--- config.mk ---
export PLATFORM = sky130hd
export DESIGN_NAME = sio_serial_if
export DESIGN_NICKNAME = d
export VERILOG_FILES = /design/src/inc/sio_pkg.sv /design/src/verilog/sio_serial_if.sv
export SDC_FILE = /design/constraint.sdc
export NUM_CORES = 1
export LEC_CHECK = 0
export BUFFER_PORTS_ARGS = -buffer_cell sky130_fd_sc_hd__buf_2
export CAP_MARGIN = 20
export CORE_UTILIZATION = 35
export CTS_BUF_LIST = sky130_fd_sc_hd__clkbuf_4 sky130_fd_sc_hd__clkbuf_8 sky130_fd_sc_hd__clkbuf_16
export CTS_CLUSTER_DIAMETER = 120
export DETAILED_ROUTE_END_ITERATION = 10
export GPL_TIMING_DRIVEN = 0
export PLACE_DENSITY = 0.61
export SYNTH_ARGS = -nofsm -noshare
export SYNTH_HDL_FRONTEND = slang
export SYNTH_SLANG_ARGS = --single-unit
--- constraint.sdc ---
create_clock -name core_clk_in -period 2.7 [get_ports core_clk_in]
set_input_delay 0.81 -clock core_clk_in [delete_from_list [all_inputs] [get_ports core_clk_in]]
set_output_delay 0.81 -clock core_clk_in [all_outputs]
set_load 0.02 [all_outputs]
--- src/inc/sio_pkg.sv ---
package sio_pkg;
  localparam logic [15:0] ADDR_ASYNC_MODE = 16'hff70;
  localparam logic [15:0] ADDR_ERR_STATUS = 16'hff71;
  localparam logic [15:0] ADDR_SYNC_MODE  = 16'hff72;
  localparam logic [15:0] ADDR_BAUD_CTRL  = 16'hff73;
  localparam logic [15:0] ADDR_TX_DATA    = 16'hff74;
  localparam logic [15:0] ADDR_RX_DATA    = 16'hff75;
  localparam logic [15:0] ADDR_BUF_STATUS = 16'hff76;

  localparam int BYTE_W = 8;
  localparam logic [7:0] MODE_RESET    = 8'h00;
  localparam logic [7:0] READ_ZERO     = 8'h00;
  localparam logic [7:0] ASYNC_WR_MASK = 8'hfc;
  localparam logic [7:0] SYNC_WR_MASK  = 8'hcf;
  localparam logic [7:0] BAUD_WR_MASK  = 8'hf0;

  localparam int TXE_BIT  = 7;
  localparam int RXE_BIT  = 6;
  localparam int PAR_HI   = 5;
  localparam int PAR_LO   = 4;
  localparam int CL_BIT   = 3;
  localparam int SL_BIT   = 2;
  localparam int CSIE_BIT = 7;
  localparam int SSE_BIT  = 6;
  localparam int DAP_BIT  = 3;
  localparam int DIR_BIT  = 2;
  localparam int CSCK_BIT = 1;
  localparam int CKP_BIT  = 0;
  localparam int EXT_BIT  = 7;
  localparam int DIV_HI   = 6;
  localparam int DIV_LO   = 4;

  localparam logic [1:0] PAR_NONE = 2'h0;
  localparam logic [1:0] PAR_ZERO = 2'h1;
  localparam logic [1:0] PAR_ODD  = 2'h2;

  localparam logic [3:0] OVS_LAST   = 4'hf;
  localparam logic [3:0] OVS_MID    = 4'h7;
  localparam logic [3:0] LEN_7      = 4'h7;
  localparam logic [3:0] LEN_8      = 4'h8;
  localparam logic [3:0] CSI_BITS   = 4'h8;
  localparam logic [4:0] CSI_EDGES  = 5'h10;
  localparam logic [8:0] DIV_BASE   = 9'h002;

  typedef struct packed {
    logic [15:0] addr;
    logic [7:0]  wdata;
    logic        wr;
    logic        rd;
  } sio_bus_req_t;

  typedef enum logic [1:0] {
    RX_IDLE = 2'b00,
    RX_RUN  = 2'b01
  } sio_rx_t;
endpackage

--- src/verilog/sio_serial_if.sv ---
// Functional notes
// - External pin clock baud source gives bit rate of pin frequency over 16.
// - Baud control value 80H selects the external pin clock.
// - Internal 3-wire clock is fx over 2 to the n+2, n 0..7.
// - Slave 3-wire clock from the pin ignores baud control setting.
// - Three modes: stop, asynchronous UART, 3-wire clocked serial.
// - Stop mode transfers nothing and releases clock, out and in pins.
// - Sync mode bit 7 enables 3-wire operation.
// - Async mode bit 7 enables transmission.
// - Async mode bit 6 enables reception.
// - UART sends and receives character after start bit, full duplex.
// - Baud generator can reach 31.25 kbps for MIDI.
// - Sync bit 6 set lets slave-select pin level gate communication.
// - Data phase bit picks falling (0) or rising (1) output edge.
// - Bit order bit picks MSB first (0) or LSB first (1).
// - Clock source bit: 0 external clock pin, 1 baud generator.
// - Polarity bit: 0 idles high, 1 idles low.
// - Parity field: none, zero sent unchecked, odd, even.
// - Character length bit: 7 bits when 0, 8 bits when 1.
// - Stop length bit: transmitter sends 1 or 2 stop bits.
// - Reset clears both mode registers to 00H.
// - Receiver checks only one stop bit.
// - Internal UART rate is fx over 2 to the n+1 times 16.
// - Overrun flagged when reception completes before buffer is read.
module sio_serial_if #(
  parameter int TXQ_DEPTH = 2
) (
  input  wire logic                 core_clk_in,
  input  wire logic                 rst_n_in,
  input  wire sio_pkg::sio_bus_req_t bus_req_in,
  output logic [7:0]                reg_rdata_out,
  output logic                      tx_ready_out,
  input  wire logic                 serial_clock_pin_in,
  output logic                      serial_clock_pin_out,
  output logic                      serial_clock_pin_oe_n_out,
  output logic                      serial_out_pin_out,
  output logic                      serial_out_pin_oe_n_out,
  input  wire logic                 serial_in_pin_in,
  input  wire logic                 slave_select_pin_in,
  output logic                      port_release_out
);
  localparam int PW = (TXQ_DEPTH > 1) ? $clog2(TXQ_DEPTH) : 1;
  localparam int CW = $clog2(TXQ_DEPTH + 1);
  localparam logic [CW-1:0] FULL_CNT = CW'(TXQ_DEPTH);
  typedef struct packed {
    logic [7:0]                     asim;
    logic [7:0]                     csim;
    logic [7:0]                     bgc;
    logic [2:0]                     err;
    logic [7:0]                     rxbuf;
    logic                           rx_full;
    logic [TXQ_DEPTH-1:0][7:0]      txq;
    logic [PW-1:0]                  wp;
    logic [PW-1:0]                  rp;
    logic [CW-1:0]                  cnt;
    logic [7:0]                     pre;
    logic                           clk_prev;
    logic                           rx_prev;
    logic [3:0]                     t_ovs;
    logic [3:0]                     t_left;
    logic [11:0]                    t_sh;
    logic                           txd;
    sio_pkg::sio_rx_t               r_st;
    logic [3:0]                     r_ovs;
    logic [3:0]                     r_idx;
    logic [11:0]                    r_sh;
    logic                           c_act;
    logic                           sck;
    logic [4:0]                     c_edges;
    logic [3:0]                     c_bits;
    logic [7:0]                     c_sh;
    logic                           so;
    logic [7:0]                     rdata;
  } sio_state_t;
  sio_state_t q;
  sio_state_t next_q;
  function automatic logic [7:0] div_mask(input logic [7:0] bgc);
    logic [8:0] m;
    m = (sio_pkg::DIV_BASE << bgc[sio_pkg::DIV_HI:sio_pkg::DIV_LO]) - 9'h001;
    return m[7:0];
  endfunction
  function automatic logic par_bit(input logic [1:0] mode, input logic [7:0] d);
    logic p;
    p = 1'b0;
    if (mode == sio_pkg::PAR_ODD) begin
      p = ~^d;
    end else if (mode != sio_pkg::PAR_ZERO) begin
      p = ^d;
    end
    return p;
  endfunction
  function automatic logic out_bit(input logic [7:0] sh, input logic lsb_first);
    return lsb_first ? sh[0] : sh[7];
  endfunction
  logic       txe, rxe, csie, sse, dap, dir, csck, ckp, cl, sl;
  logic [1:0] pmode;
  logic       has_par;
  logic [3:0] dlen;
  logic       stop_mode;
  logic       tick, pin_rise, pin_fall;
  logic       push, pop, rd_clear;
  logic       rx_done, rx_pe, rx_fe;
  logic [7:0] rx_word, head, dmask;
  logic       comm_ok, e_rise, e_fall, shift_e, sample_e;
  logic [3:0] rx_last;
  assign txe      = q.asim[sio_pkg::TXE_BIT];
  assign rxe      = q.asim[sio_pkg::RXE_BIT];
  assign pmode    = q.asim[sio_pkg::PAR_HI:sio_pkg::PAR_LO];
  assign cl       = q.asim[sio_pkg::CL_BIT];
  assign sl       = q.asim[sio_pkg::SL_BIT];
  assign csie     = q.csim[sio_pkg::CSIE_BIT];
  assign sse      = q.csim[sio_pkg::SSE_BIT];
  assign dap      = q.csim[sio_pkg::DAP_BIT];
  assign dir      = q.csim[sio_pkg::DIR_BIT];
  assign csck     = q.csim[sio_pkg::CSCK_BIT];
  assign ckp      = q.csim[sio_pkg::CKP_BIT];
  assign has_par  = (pmode != sio_pkg::PAR_NONE);
  assign dlen     = cl ? sio_pkg::LEN_8 : sio_pkg::LEN_7;
  assign dmask    = cl ? 8'hff : 8'h7f;
  assign rx_last  = dlen + {3'h0, has_par} + 4'h1;
  assign head     = q.txq[q.rp];
  assign stop_mode = ~csie & ~txe & ~rxe;
  assign comm_ok  = ~sse | ~slave_select_pin_in;
  assign pin_rise = serial_clock_pin_in & ~q.clk_prev;
  assign pin_fall = ~serial_clock_pin_in & q.clk_prev;
  // 16x tick: 80H takes pin rising edges, else fx over 2^(n+1) (bit = 16 ticks)
  assign tick = q.bgc[sio_pkg::EXT_BIT] ? pin_rise :
                ((q.pre & div_mask(q.bgc)) == div_mask(q.bgc));
  always_comb begin
    next_q   = q;
    push     = 1'b0;
    pop      = 1'b0;
    rd_clear = 1'b0;
    rx_done  = 1'b0;
    rx_pe    = 1'b0;
    rx_fe    = 1'b0;
    rx_word  = sio_pkg::READ_ZERO;
    e_rise   = 1'b0;
    e_fall   = 1'b0;
    shift_e  = 1'b0;
    sample_e = 1'b0;
    next_q.pre      = q.pre + 8'h01;
    next_q.clk_prev = serial_clock_pin_in;
    next_q.rx_prev  = serial_in_pin_in;

    // Reserved bits are masked so they always read zero
    if (bus_req_in.wr) begin
      if (bus_req_in.addr == sio_pkg::ADDR_ASYNC_MODE) begin
        next_q.asim = bus_req_in.wdata & sio_pkg::ASYNC_WR_MASK;
      end else if (bus_req_in.addr == sio_pkg::ADDR_SYNC_MODE) begin
        next_q.csim = bus_req_in.wdata & sio_pkg::SYNC_WR_MASK;
      end else if (bus_req_in.addr == sio_pkg::ADDR_BAUD_CTRL) begin
        next_q.bgc = bus_req_in.wdata & sio_pkg::BAUD_WR_MASK;
      end else if (bus_req_in.addr == sio_pkg::ADDR_TX_DATA) begin
        push = (q.cnt != FULL_CNT);
      end
    end
    next_q.rdata = sio_pkg::READ_ZERO;
    if (bus_req_in.rd) begin
      if (bus_req_in.addr == sio_pkg::ADDR_ASYNC_MODE) begin
        next_q.rdata = q.asim;
      end else if (bus_req_in.addr == sio_pkg::ADDR_ERR_STATUS) begin
        next_q.rdata = {5'h00, q.err};
      end else if (bus_req_in.addr == sio_pkg::ADDR_SYNC_MODE) begin
        next_q.rdata = q.csim;
      end else if (bus_req_in.addr == sio_pkg::ADDR_BAUD_CTRL) begin
        next_q.rdata = q.bgc;
      end else if (bus_req_in.addr == sio_pkg::ADDR_RX_DATA) begin
        next_q.rdata = q.rxbuf;
        rd_clear     = 1'b1;
      end else if (bus_req_in.addr == sio_pkg::ADDR_BUF_STATUS) begin
        next_q.rdata = {5'h00, q.c_act | (q.t_left != 4'h0), q.rx_full,
                        q.cnt != FULL_CNT};
      end
    end

    // UART transmitter, LSB first, 16 ticks per bit
    if (!txe || csie) begin
      next_q.t_left = 4'h0;
      next_q.txd    = 1'b1;
    end else if (q.t_left == 4'h0) begin
      if (q.cnt != '0) begin
        pop           = 1'b1;
        next_q.t_sh   = 12'hfff;
        next_q.t_sh[0] = 1'b0;
        for (int i = 0; i < 8; i++) begin
          if (4'(i) < dlen) begin
            next_q.t_sh[i+1] = head[i];
          end
        end
        if (has_par) begin
          next_q.t_sh[dlen+4'h1] = par_bit(pmode, head & dmask);
        end
        next_q.t_left = rx_last + {3'h0, sl} + 4'h1;
        next_q.t_ovs  = 4'h0;
        next_q.txd    = 1'b0;
      end
    end else if (tick) begin
      next_q.t_ovs = q.t_ovs + 4'h1;
      if (q.t_ovs == sio_pkg::OVS_LAST) begin
        next_q.t_sh   = q.t_sh >> 1;
        next_q.t_left = q.t_left - 4'h1;
        next_q.txd    = (q.t_left == 4'h1) ? 1'b1 : q.t_sh[1];
      end
    end

    // UART receiver, samples mid-bit, one stop bit only
    if (!rxe || csie) begin
      next_q.r_st = sio_pkg::RX_IDLE;
    end else begin
      case (q.r_st)
        sio_pkg::RX_IDLE: begin
          if (q.rx_prev && !serial_in_pin_in) begin
            next_q.r_st  = sio_pkg::RX_RUN;
            next_q.r_ovs = 4'h0;
            next_q.r_idx = 4'h0;
          end
        end
        default: begin
          if (tick) begin
            next_q.r_ovs = q.r_ovs + 4'h1;
            if (q.r_ovs == sio_pkg::OVS_MID) begin
              next_q.r_sh[q.r_idx] = serial_in_pin_in;
              next_q.r_idx = q.r_idx + 4'h1;
              if (q.r_idx == 4'h0 && serial_in_pin_in) begin
                next_q.r_st = sio_pkg::RX_IDLE;
              end else if (q.r_idx == rx_last) begin
                next_q.r_st = sio_pkg::RX_IDLE;
                rx_done = 1'b1;
                rx_word = q.r_sh[8:1] & dmask;
                rx_fe   = ~serial_in_pin_in;
                rx_pe   = has_par && pmode != sio_pkg::PAR_ZERO &&
                          q.r_sh[dlen+4'h1] != par_bit(pmode, rx_word);
              end
            end
          end
        end
      endcase
    end

    // 3-wire clocked serial; slave edges come from the pin
    if (!csie) begin
      next_q.c_act = 1'b0;
      next_q.sck   = ~ckp;
      next_q.so    = 1'b1;
    end else if (!q.c_act) begin
      next_q.sck = ~ckp;
      if (q.cnt != '0) begin
        pop            = 1'b1;
        next_q.c_act   = 1'b1;
        next_q.c_sh    = head;
        next_q.so      = out_bit(head, dir);
        next_q.c_edges = 5'h00;
        next_q.c_bits  = 4'h0;
      end
    end else if (q.c_bits == sio_pkg::CSI_BITS &&
                 (!csck || q.c_edges == sio_pkg::CSI_EDGES)) begin
      next_q.c_act = 1'b0;
      rx_done      = 1'b1;
      rx_word      = q.c_sh;
    end else if (comm_ok) begin
      if (csck) begin
        e_rise = tick & ~q.sck;
        e_fall = tick & q.sck;
      end else begin
        e_rise = pin_rise;
        e_fall = pin_fall;
      end
      if (csck && tick) begin
        next_q.sck     = ~q.sck;
        next_q.c_edges = q.c_edges + 5'h01;
      end
      shift_e  = dap ? e_rise : e_fall;
      sample_e = dap ? e_fall : e_rise;
      if (sample_e) begin
        next_q.c_bits = q.c_bits + 4'h1;
        next_q.c_sh   = dir ? {serial_in_pin_in, q.c_sh[7:1]} :
                              {q.c_sh[6:0], serial_in_pin_in};
      end
      // First bit already stands from the load, so skip a leading shift edge
      if (shift_e && q.c_bits != 4'h0 && q.c_bits != sio_pkg::CSI_BITS) begin
        next_q.so = out_bit(q.c_sh, dir);
      end
    end

    // Receive buffer; a new word wins over a read in the same cycle
    if (rx_done) begin
      next_q.rxbuf   = rx_word;
      next_q.rx_full = 1'b1;
      next_q.err     = {rx_pe, rx_fe, q.rx_full & ~rd_clear};
    end else if (rd_clear) begin
      next_q.rx_full = 1'b0;
    end

    // Two-entry transmit buffer; a full buffer refuses the write
    if (push) begin
      next_q.txq[q.wp] = bus_req_in.wdata;
      next_q.wp        = q.wp + PW'(1);
    end
    if (pop) begin
      next_q.rp = q.rp + PW'(1);
    end
    if (push && !pop) begin
      next_q.cnt = q.cnt + CW'(1);
    end else if (pop && !push) begin
      next_q.cnt = q.cnt - CW'(1);
    end
  end

  always_ff @(posedge core_clk_in or negedge rst_n_in) begin
    if (!rst_n_in) begin
      q          <= '0;
      q.asim     <= sio_pkg::MODE_RESET;
      q.csim     <= sio_pkg::MODE_RESET;
      q.bgc      <= sio_pkg::MODE_RESET;
      q.txd      <= 1'b1;
      q.so       <= 1'b1;
      q.sck      <= 1'b1;
      q.clk_prev <= 1'b1;
      q.rx_prev  <= 1'b1;
      q.r_st     <= sio_pkg::RX_IDLE;
    end else begin
      q <= next_q;
    end
  end

  // Pins are released in stop mode so the port logic can own them
  assign serial_out_pin_out        = csie ? q.so : q.txd;
  assign serial_out_pin_oe_n_out   = ~(csie | txe);
  assign serial_clock_pin_out      = q.sck;
  assign serial_clock_pin_oe_n_out = ~(csie & csck);
  assign port_release_out          = stop_mode;
  assign tx_ready_out              = (q.cnt != FULL_CNT);
  assign reg_rdata_out             = q.rdata;

  chk_stop_pins: assert property (@(posedge core_clk_in) disable iff (!rst_n_in)
    stop_mode |-> serial_out_pin_oe_n_out && serial_clock_pin_oe_n_out && port_release_out)
    else $error("pins driven in stop mode");
  chk_tx_halt: assert property (@(posedge core_clk_in) disable iff (!rst_n_in)
    !txe |=> q.txd && q.t_left == 4'h0)
    else $error("transmitter ran while disabled");
  chk_rx_halt: assert property (@(posedge core_clk_in) disable iff (!rst_n_in)
    (!rxe || csie) |=> q.r_st == sio_pkg::RX_IDLE)
    else $error("receiver ran while disabled");
  chk_start_low: assert property (@(posedge core_clk_in) disable iff (!rst_n_in)
    (txe && !csie && q.t_left == 4'h0 && q.cnt != '0) |=> !q.txd ##1 (!q.txd || !txe))
    else $error("start bit not driven low");
  chk_tick_spacing: assert property (@(posedge core_clk_in) disable iff (!rst_n_in)
    (tick && !q.bgc[sio_pkg::EXT_BIT] && $stable(q.bgc)) |=> !tick)
    else $error("internal tick faster than fx/2");
  chk_overrun_flag: assert property (@(posedge core_clk_in) disable iff (!rst_n_in)
    (rx_done && q.rx_full && !rd_clear) |=> q.err[0] && q.rx_full)
    else $error("overrun not flagged");
  chk_clock_idle: assert property (@(posedge core_clk_in) disable iff (!rst_n_in)
    (csie && !q.c_act) |=> q.sck == ~$past(ckp))
    else $error("serial clock not at idle level");
  chk_select_hold: assert property (@(posedge core_clk_in) disable iff (!rst_n_in)
    (q.c_act && !comm_ok && q.c_bits != sio_pkg::CSI_BITS) |=> $stable(q.c_sh) && $stable(q.sck))
    else $error("transfer moved while deselected");
  chk_queue_full: assert property (@(posedge core_clk_in) disable iff (!rst_n_in)
    (q.cnt == FULL_CNT && !pop) |=> $stable(q.wp) && !tx_ready_out)
    else $error("write accepted into full buffer");
endmodule

==> results of run 1 <==
==> state kept, by name, indices dropped and copies added (netlist names) <==
register,flops
serial_clock_pin_out,1
q,107
dir,1
reg_rdata_out,8
ckp,1
dap,1
csck,1
csie,1
pmode,2
cl,1
==> metal layers <==
metal | global-route usage [%] | routed length (µm) | vias to the layer above
met2 | 27.47 | 7860 | 86
met5 | 0 | 0 | -
met4 | 5.376 | 184 | 0
met1 | 23.79 | 7828 | 2552
met3 | 3.722 | 820 | 17
li1 | - | - | 2540
==> worst max-delay path, delay by kind of cell (launching register included) <==
kind	cells	cell delay (ps)
DFF	1	450
and+or+nand+nor	4	410
adders and majority gates	1	290
buffers and inverters	1	140
AOI/OAI and AO/OA	4	910
muxes	1	340
==> per-stage QoR <==
stage	utilization (%)	std cells	power (mW)	setup TNS [ps]	hold slack, ps
after floorplan	-	677	1.940	0	408.1
after global placement	38.51	985	2.023	-112810	470.3
after detailed placement	38.73	987	2.030	-8751	470.1
after CTS	42.26	1026	4.232	0	353.2
after global routing	42.80	1027	4.331	-157.9	375.0
final	42.80	1027	4.190	0	340.0
==> area by class of cell <==
type / count / share of cell area [%]
Tap cell: 265 / 3.980
Clock inverter: 13 / 1.517
Timing Repair Buffer: 57 / 4.356
Buffer: 32 / 2.193
Clock buffer: 19 / 5.287
Multi-Input combinational cell: 495 / 44.31
Sequential cell: 124 / 37.37
Inverter: 22 / 0.9913
==> worst paths after layout <==
path	start	end	cells past startpoint
hold / removal	rst_n_in	q[19]	1
min in group core_clk_in	q[8]	q[8]	2
max in group asynchronous	rst_n_in	serial_clock_pin_out	2
setup reg to reg	q[118]	q[9]	11
hold reg to reg	q[8]	q[8]	2
setup / recovery	q[118]	q[9]	11
==> where the power goes <==
| part | internal, mW | switching, mW | total, mW | leakage [nW] |
|---|---|---|---|---|
| Clock | 1.36 | 0.833 | 2.20 | 0.279 |
| Sequential | 1.86 | 0.00298 | 1.87 | 1.60 |
| Combinational | 0.0424 | 0.0843 | 0.127 | 1.92 |
==> timing repair <==
item,in CTS,in global routing
cloned,0,0
gates resized for setup,13,21
setup buffers,7,5
pin swaps,8,10
endpoints found under the setup margin,47,57
==> cells by family after synthesis <==
group / share of synthesized area (%)
compound gates: 10.79
xor+xnor: 4.987
fa+ha+maj: 3.421
buf+inv: 3.907
flops: 44.74
mux: 15.68
simple gates: 16.47
==> layout by cell type, fill, tap and decap left out, drive strengths merged, types with 17 or more instances in the layout <==
cell type and instances:
dfrtp 119, buf 71, mux2 69, nand2 64
nor2 57, a21oi 37, clkbuf 37, mux2i 29
nand3 26, o21ai 26, inv 22, xnor2 21
ha 19, nor2b 17
==> results.md, run 1 <==
- Status: finished, final reports clean
- Starting Density: 35.71%
- Count of yosys warnings during synthesis: 0
- Fraction of layout cells with a size suffix above 1: 28.22%
- Final wirelength: 16.69 mm
- Initial antenna violation count: 0
- Critical path class: reg2reg
- DRC: 0
- Post-Layout Inst Area: 8330 µm²
- Post-Syn Instances: 677
- Filler cell count: 1,877
- PnR worst setup slack: 39.58 ps
- Top FF cell, synth: dfrtp_1
- Fmax: 375.9 MHz
- Vias in the first global route: 5,056
- Count leader, synth: dfrtp_1
- GPL Wtd Cong: 0.8212
- Vias per inst: 5.058
- Yosys reg bits: 124
- Mapped Area: 6949 µm²
- Post-DRT Antenna Nets: 0
- Final nets: 799
- Core Rows: 51
- Worst slew margin: 50.13%
- Post-synth top cells: dfrtp_1, mux2_2, nand2_1
- HP Class: in2async
- Mean Syn Cell Area: 10.26 µm²
- Final min period: 2660 ps
- CP endpoint kind: flip-flop
- First-pass GRT wire length: 26.77 mm
- Most area-consuming cells after synthesis: dfrtp_1, mux2_2, mux2i_1, ha_1, nand2_1
- Clock sinks: 124
- Layout area overhead: 19.88%
- Power per cell area: 503.0 nW/µm²
- WP data required: 3010 ps
- Clk_lat worst skew: 420 ps
- WL/cell: 16.26 µm
- Clk root buf: clkbuf_16
- Lkg Pwr: 3.801 nW
- Inserted Diodes: 0
- Via count of the routed design: 5,195
- Share of the synthesized area in the top cell type: 42.85%
- Peak VDD IR: 362.4 µV
- Final setup viols: 0
- Total of max-cap violations: 0
- DP Worst Slack: -235.6 ps
- Worst slew pin tran: 742.3 ps
- Die Width: 142.9 µm
- Core outline area: 19,460 µm²
- Reg2Reg Setup Slack: 40 ps
- CTS clk-pin slew, worst paths: 60 ps
- Multi-input gate area: 3691 µm²
- Initial DRC Count: 299
- Max incr delay on CP: 450 ps
- All-Layer GR Usage: 17.41%
- Syn Nets: 727
- Largest net degree at the start of global routing: 75
- Dominant cell type by area after synthesis: dfrtp_1
- Startpoint Class: flip-flop
- Remaining global-route overflow: 0
- Hold Violations, Final: 0
- Max clock buf depth: 2
- Placed Area: 7537 µm²
- Height of the die: 142.9 µm
- Distinct cells, synth: 68
- Crit-path cells: nor2_4 -> nand2_2 -> ha_4 -> nor2_4 -> a2111oi_4 -> o211a_1 -> a21o_4 -> a31oi_4 -> nor2_4 -> buf_12 -> mux2_2
- CP dominant cell by count: nor2_4
- Slowest-stage cell, CP: dfrtp_2
- DR pass1 iterations: 4
- Worst endpoint data arrival time: 2970 ps
- Final HPWL DP: 12.07 mm
- Hold-fix buffers, CTS: 0
- RSZ-0062 raised after global routing: true
- Crit path max fanout: 8
- CTS tree: built
- Period Utilization, post-route: 98.53%
- Sequential area share after synthesis: 44.74%
- Register Area: 3113 µm²
- Max-slew violation count: 0
- Die area: 20,420 µm²
- Top Ports: 45
- IO Port Bufs: 43
- Asr flop ratio synth: 100.0%
- Num CTS Buffers: 17
- Post-synth EDFFs: 0
- H-tree levels: 4
- Clk_skew: 10.66 ps
(Power assumes the default switching activity.)
==> run 2: changes to the inputs <==
MAX_ROUTING_LAYER = met4   (was unset)
==> results.md, run 2 (synthesis gave the netlist of run 1 again) <==
- Clock sinks: 124 (unchanged)
- WP data required: 3000 ps (about the same)
- Placed Area: 7537 µm² (unchanged)
- Core outline area: 19,460 µm² (unchanged)
- Max clock buf depth: 2 (unchanged)
- Total of max-cap violations: 0 (unchanged)
- Largest Register: q
- Peak VDD IR: 365.9 µV (+0.96%)
- Tot Pwr: 4.197 mW (+0.15%)
- Layout area overhead: 20.15%
- Num CTS Buffers: 17 (unchanged)
- Critical path class: reg2reg
- Power per cell area: 502.6 nW/µm² (about the same)
- WL/cell: 16.39 µm (+0.85%)
- PnR worst setup slack: 28.13 ps (-11.45 ps)
- Status: finished, final reports clean
- Height of the die: 142.9 µm (unchanged)
- Worst slew pin tran: 695.9 ps (-46.37 ps)
- Worst endpoint data arrival time: 2970 ps (about the same)
- Vias in the first global route: 5,067 (+0.22%)
- Top Ports: 45 (unchanged)
- Fraction of layout cells with a size suffix above 1: 28.31% (+0.094 points)
- Die area: 20,420 µm² (unchanged)
- HP Class: in2async
- Clk_skew: 8.349 ps (-2.315 ps)
- Hold Violations, Final: 0 (unchanged)
- Clk root buf: clkbuf_16
- Startpoint Class: flip-flop
- Max-slew violation count: 0 (unchanged)
- Worst reg-to-reg path cell count: 11 (unchanged)
- Final nets: 800 (+0.13%)
- Via count of the routed design: 5,251 (+1.1%)
- Fmax: 374.3 MHz (-0.43%)
- DRC: 0 (unchanged)
- Reg2reg start: q[118]
- CTS clk-pin slew, worst paths: 60 ps (about the same)
- Post-DRT Antenna Nets: 0 (unchanged)
- Final HPWL DP: 12.07 mm (unchanged)
- CTS tree: built
- Hold-fix buffers, CTS: 0 (unchanged)
- H-tree levels: 4 (unchanged)
- DR pass1 iterations: 5 (+1)
- All-Layer GR Usage: 17.99% (+0.58 points)
- Worst Setup SP: q[118]
- CP endpoint kind: flip-flop
- Lkg Pwr: 3.807 nW (+0.17%)
- Worst slew margin: 53.25% (+3.1 points)
- Initial DRC Count: 342 (+14%)
- GPL Wtd Cong: 0.8335 (+1.5%)
- Final wirelength: 16.85 mm (+0.95%)
- Commonest cells after routing, fill and taps aside: dfrtp_1, nand2_1, mux2_2, nor2_1, buf_2
- Final min period: 2672 ps (+11.45 ps)
- Period Utilization, post-route: 98.96% (+0.42 points)
- Inserted Diodes: 0 (unchanged)
- Initial antenna violation count: 0 (unchanged)
- Filler cell count: 1,871 (-0.32%)
- RSZ-0062 raised after global routing: true
- Clk_lat worst skew: 420 ps (about the same)
- Core Rows: 51 (unchanged)
- Reg2Reg Setup Slack: 30 ps (about the same)
- Hold slack: 343.9 ps (+3.888 ps)
- First-pass GRT wire length: 26.85 mm (+0.31%)
- Commonest non-fill, non-tap cell in the layout: dfrtp_1
- Die Width: 142.9 µm (unchanged)
- Final setup viols: 0 (unchanged)
- Crit path to: q[12]
- Crit path max fanout: 8 (unchanged)
- IO Port Bufs: 43 (unchanged)
- Max reg flops: 107 (unchanged)
- Vias per inst: 5.108 (+0.98%)
- Post-Layout Inst Area: 8349 µm² (+0.23%)
- Worst r2r dst: q[12]
- Starting Density: 35.71% (unchanged)
- Remaining global-route overflow: 0 (unchanged)
- Largest net degree at the start of global routing: 75 (unchanged)
- Placed cells: 987 (unchanged)
- Final Non-Filler Cells: 1,028 (+0.097%)
- DP Worst Slack: -235.6 ps (unchanged)
==> run 2: routing by layer <==
metal  global-route usage [%]  routed length (µm)  vias to the layer above
li1                         -                   -                     2547
met1                    23.87                8039                     2593
met2                    27.50                7993                       93
met3                    3.823                 625                       18
met4                    5.376                 194                        0
met5                        -                   0                        -
==> run 2: worst max-delay path, cell delays in order, from the launching register on <==
cell	delay (ps)
dfrtp_2	450
nor2_4	130
nand2_2	90
ha_4	270
nor2_2	40
a2111oi_2	270
o211a_1	310
a21o_4	240
a31oi_4	120
nor2_4	150
buf_12	160
mux2_4	310
==> run 2: area by class of cell <==
type | instances | area [µm²] | area share, %
multi-input cells | 495 | 3699 | 44.30
clock buffers | 19 | 440.4 | 5.275
well taps | 265 | 331.6 | 3.971
flip-flops and latches | 124 | 3113 | 37.28
clock inverters | 13 | 126.4 | 1.514
inverters | 22 | 82.58 | 0.9891
plain buffers | 32 | 182.7 | 2.188
repair buffers | 58 | 374.1 | 4.481
==> run 2: metrics by stage <==
step                      setup TNS [ps]  utilization [%]
final                                  0            42.90
after global routing              -164.1            42.90
after CTS                              0            42.26
after detailed placement           -8751            38.73
after global placement           -112810            38.51
after floorplan                        0                -
==> run 2: what timing repair did <==
action / 4_1_cts / 5_1_grt
resized for setup: 13 / 27
gates cloned: 0 / 0
setup endpoints to repair: 47 / 57
buffers inserted: 7 / 6
pin swaps: 8 / 12
==> run 2: power breakdown <==
| part | switching, mW | total (mW) | leakage [nW] | internal (mW) |
|---|---|---|---|---|
| combinational | 0.0847 | 0.127 | 1.93 | 0.0424 |
| clock | 0.839 | 2.20 | 0.279 | 1.36 |
| sequential | 0.00298 | 1.87 | 1.60 | 1.86 |
==> run 2: worst min-delay path by stage <==
stage	cells past startpoint	from	to	slack [ps]
floorplan	1	ckp	serial_clock_pin_out	410
global placement	1	q[84]	q[84]	470
detailed placement	2	q[8]	q[8]	470
CTS	1	rst_n_in	q[19]	350
global route	1	rst_n_in	q[19]	370
finish	1	rst_n_in	q[19]	340
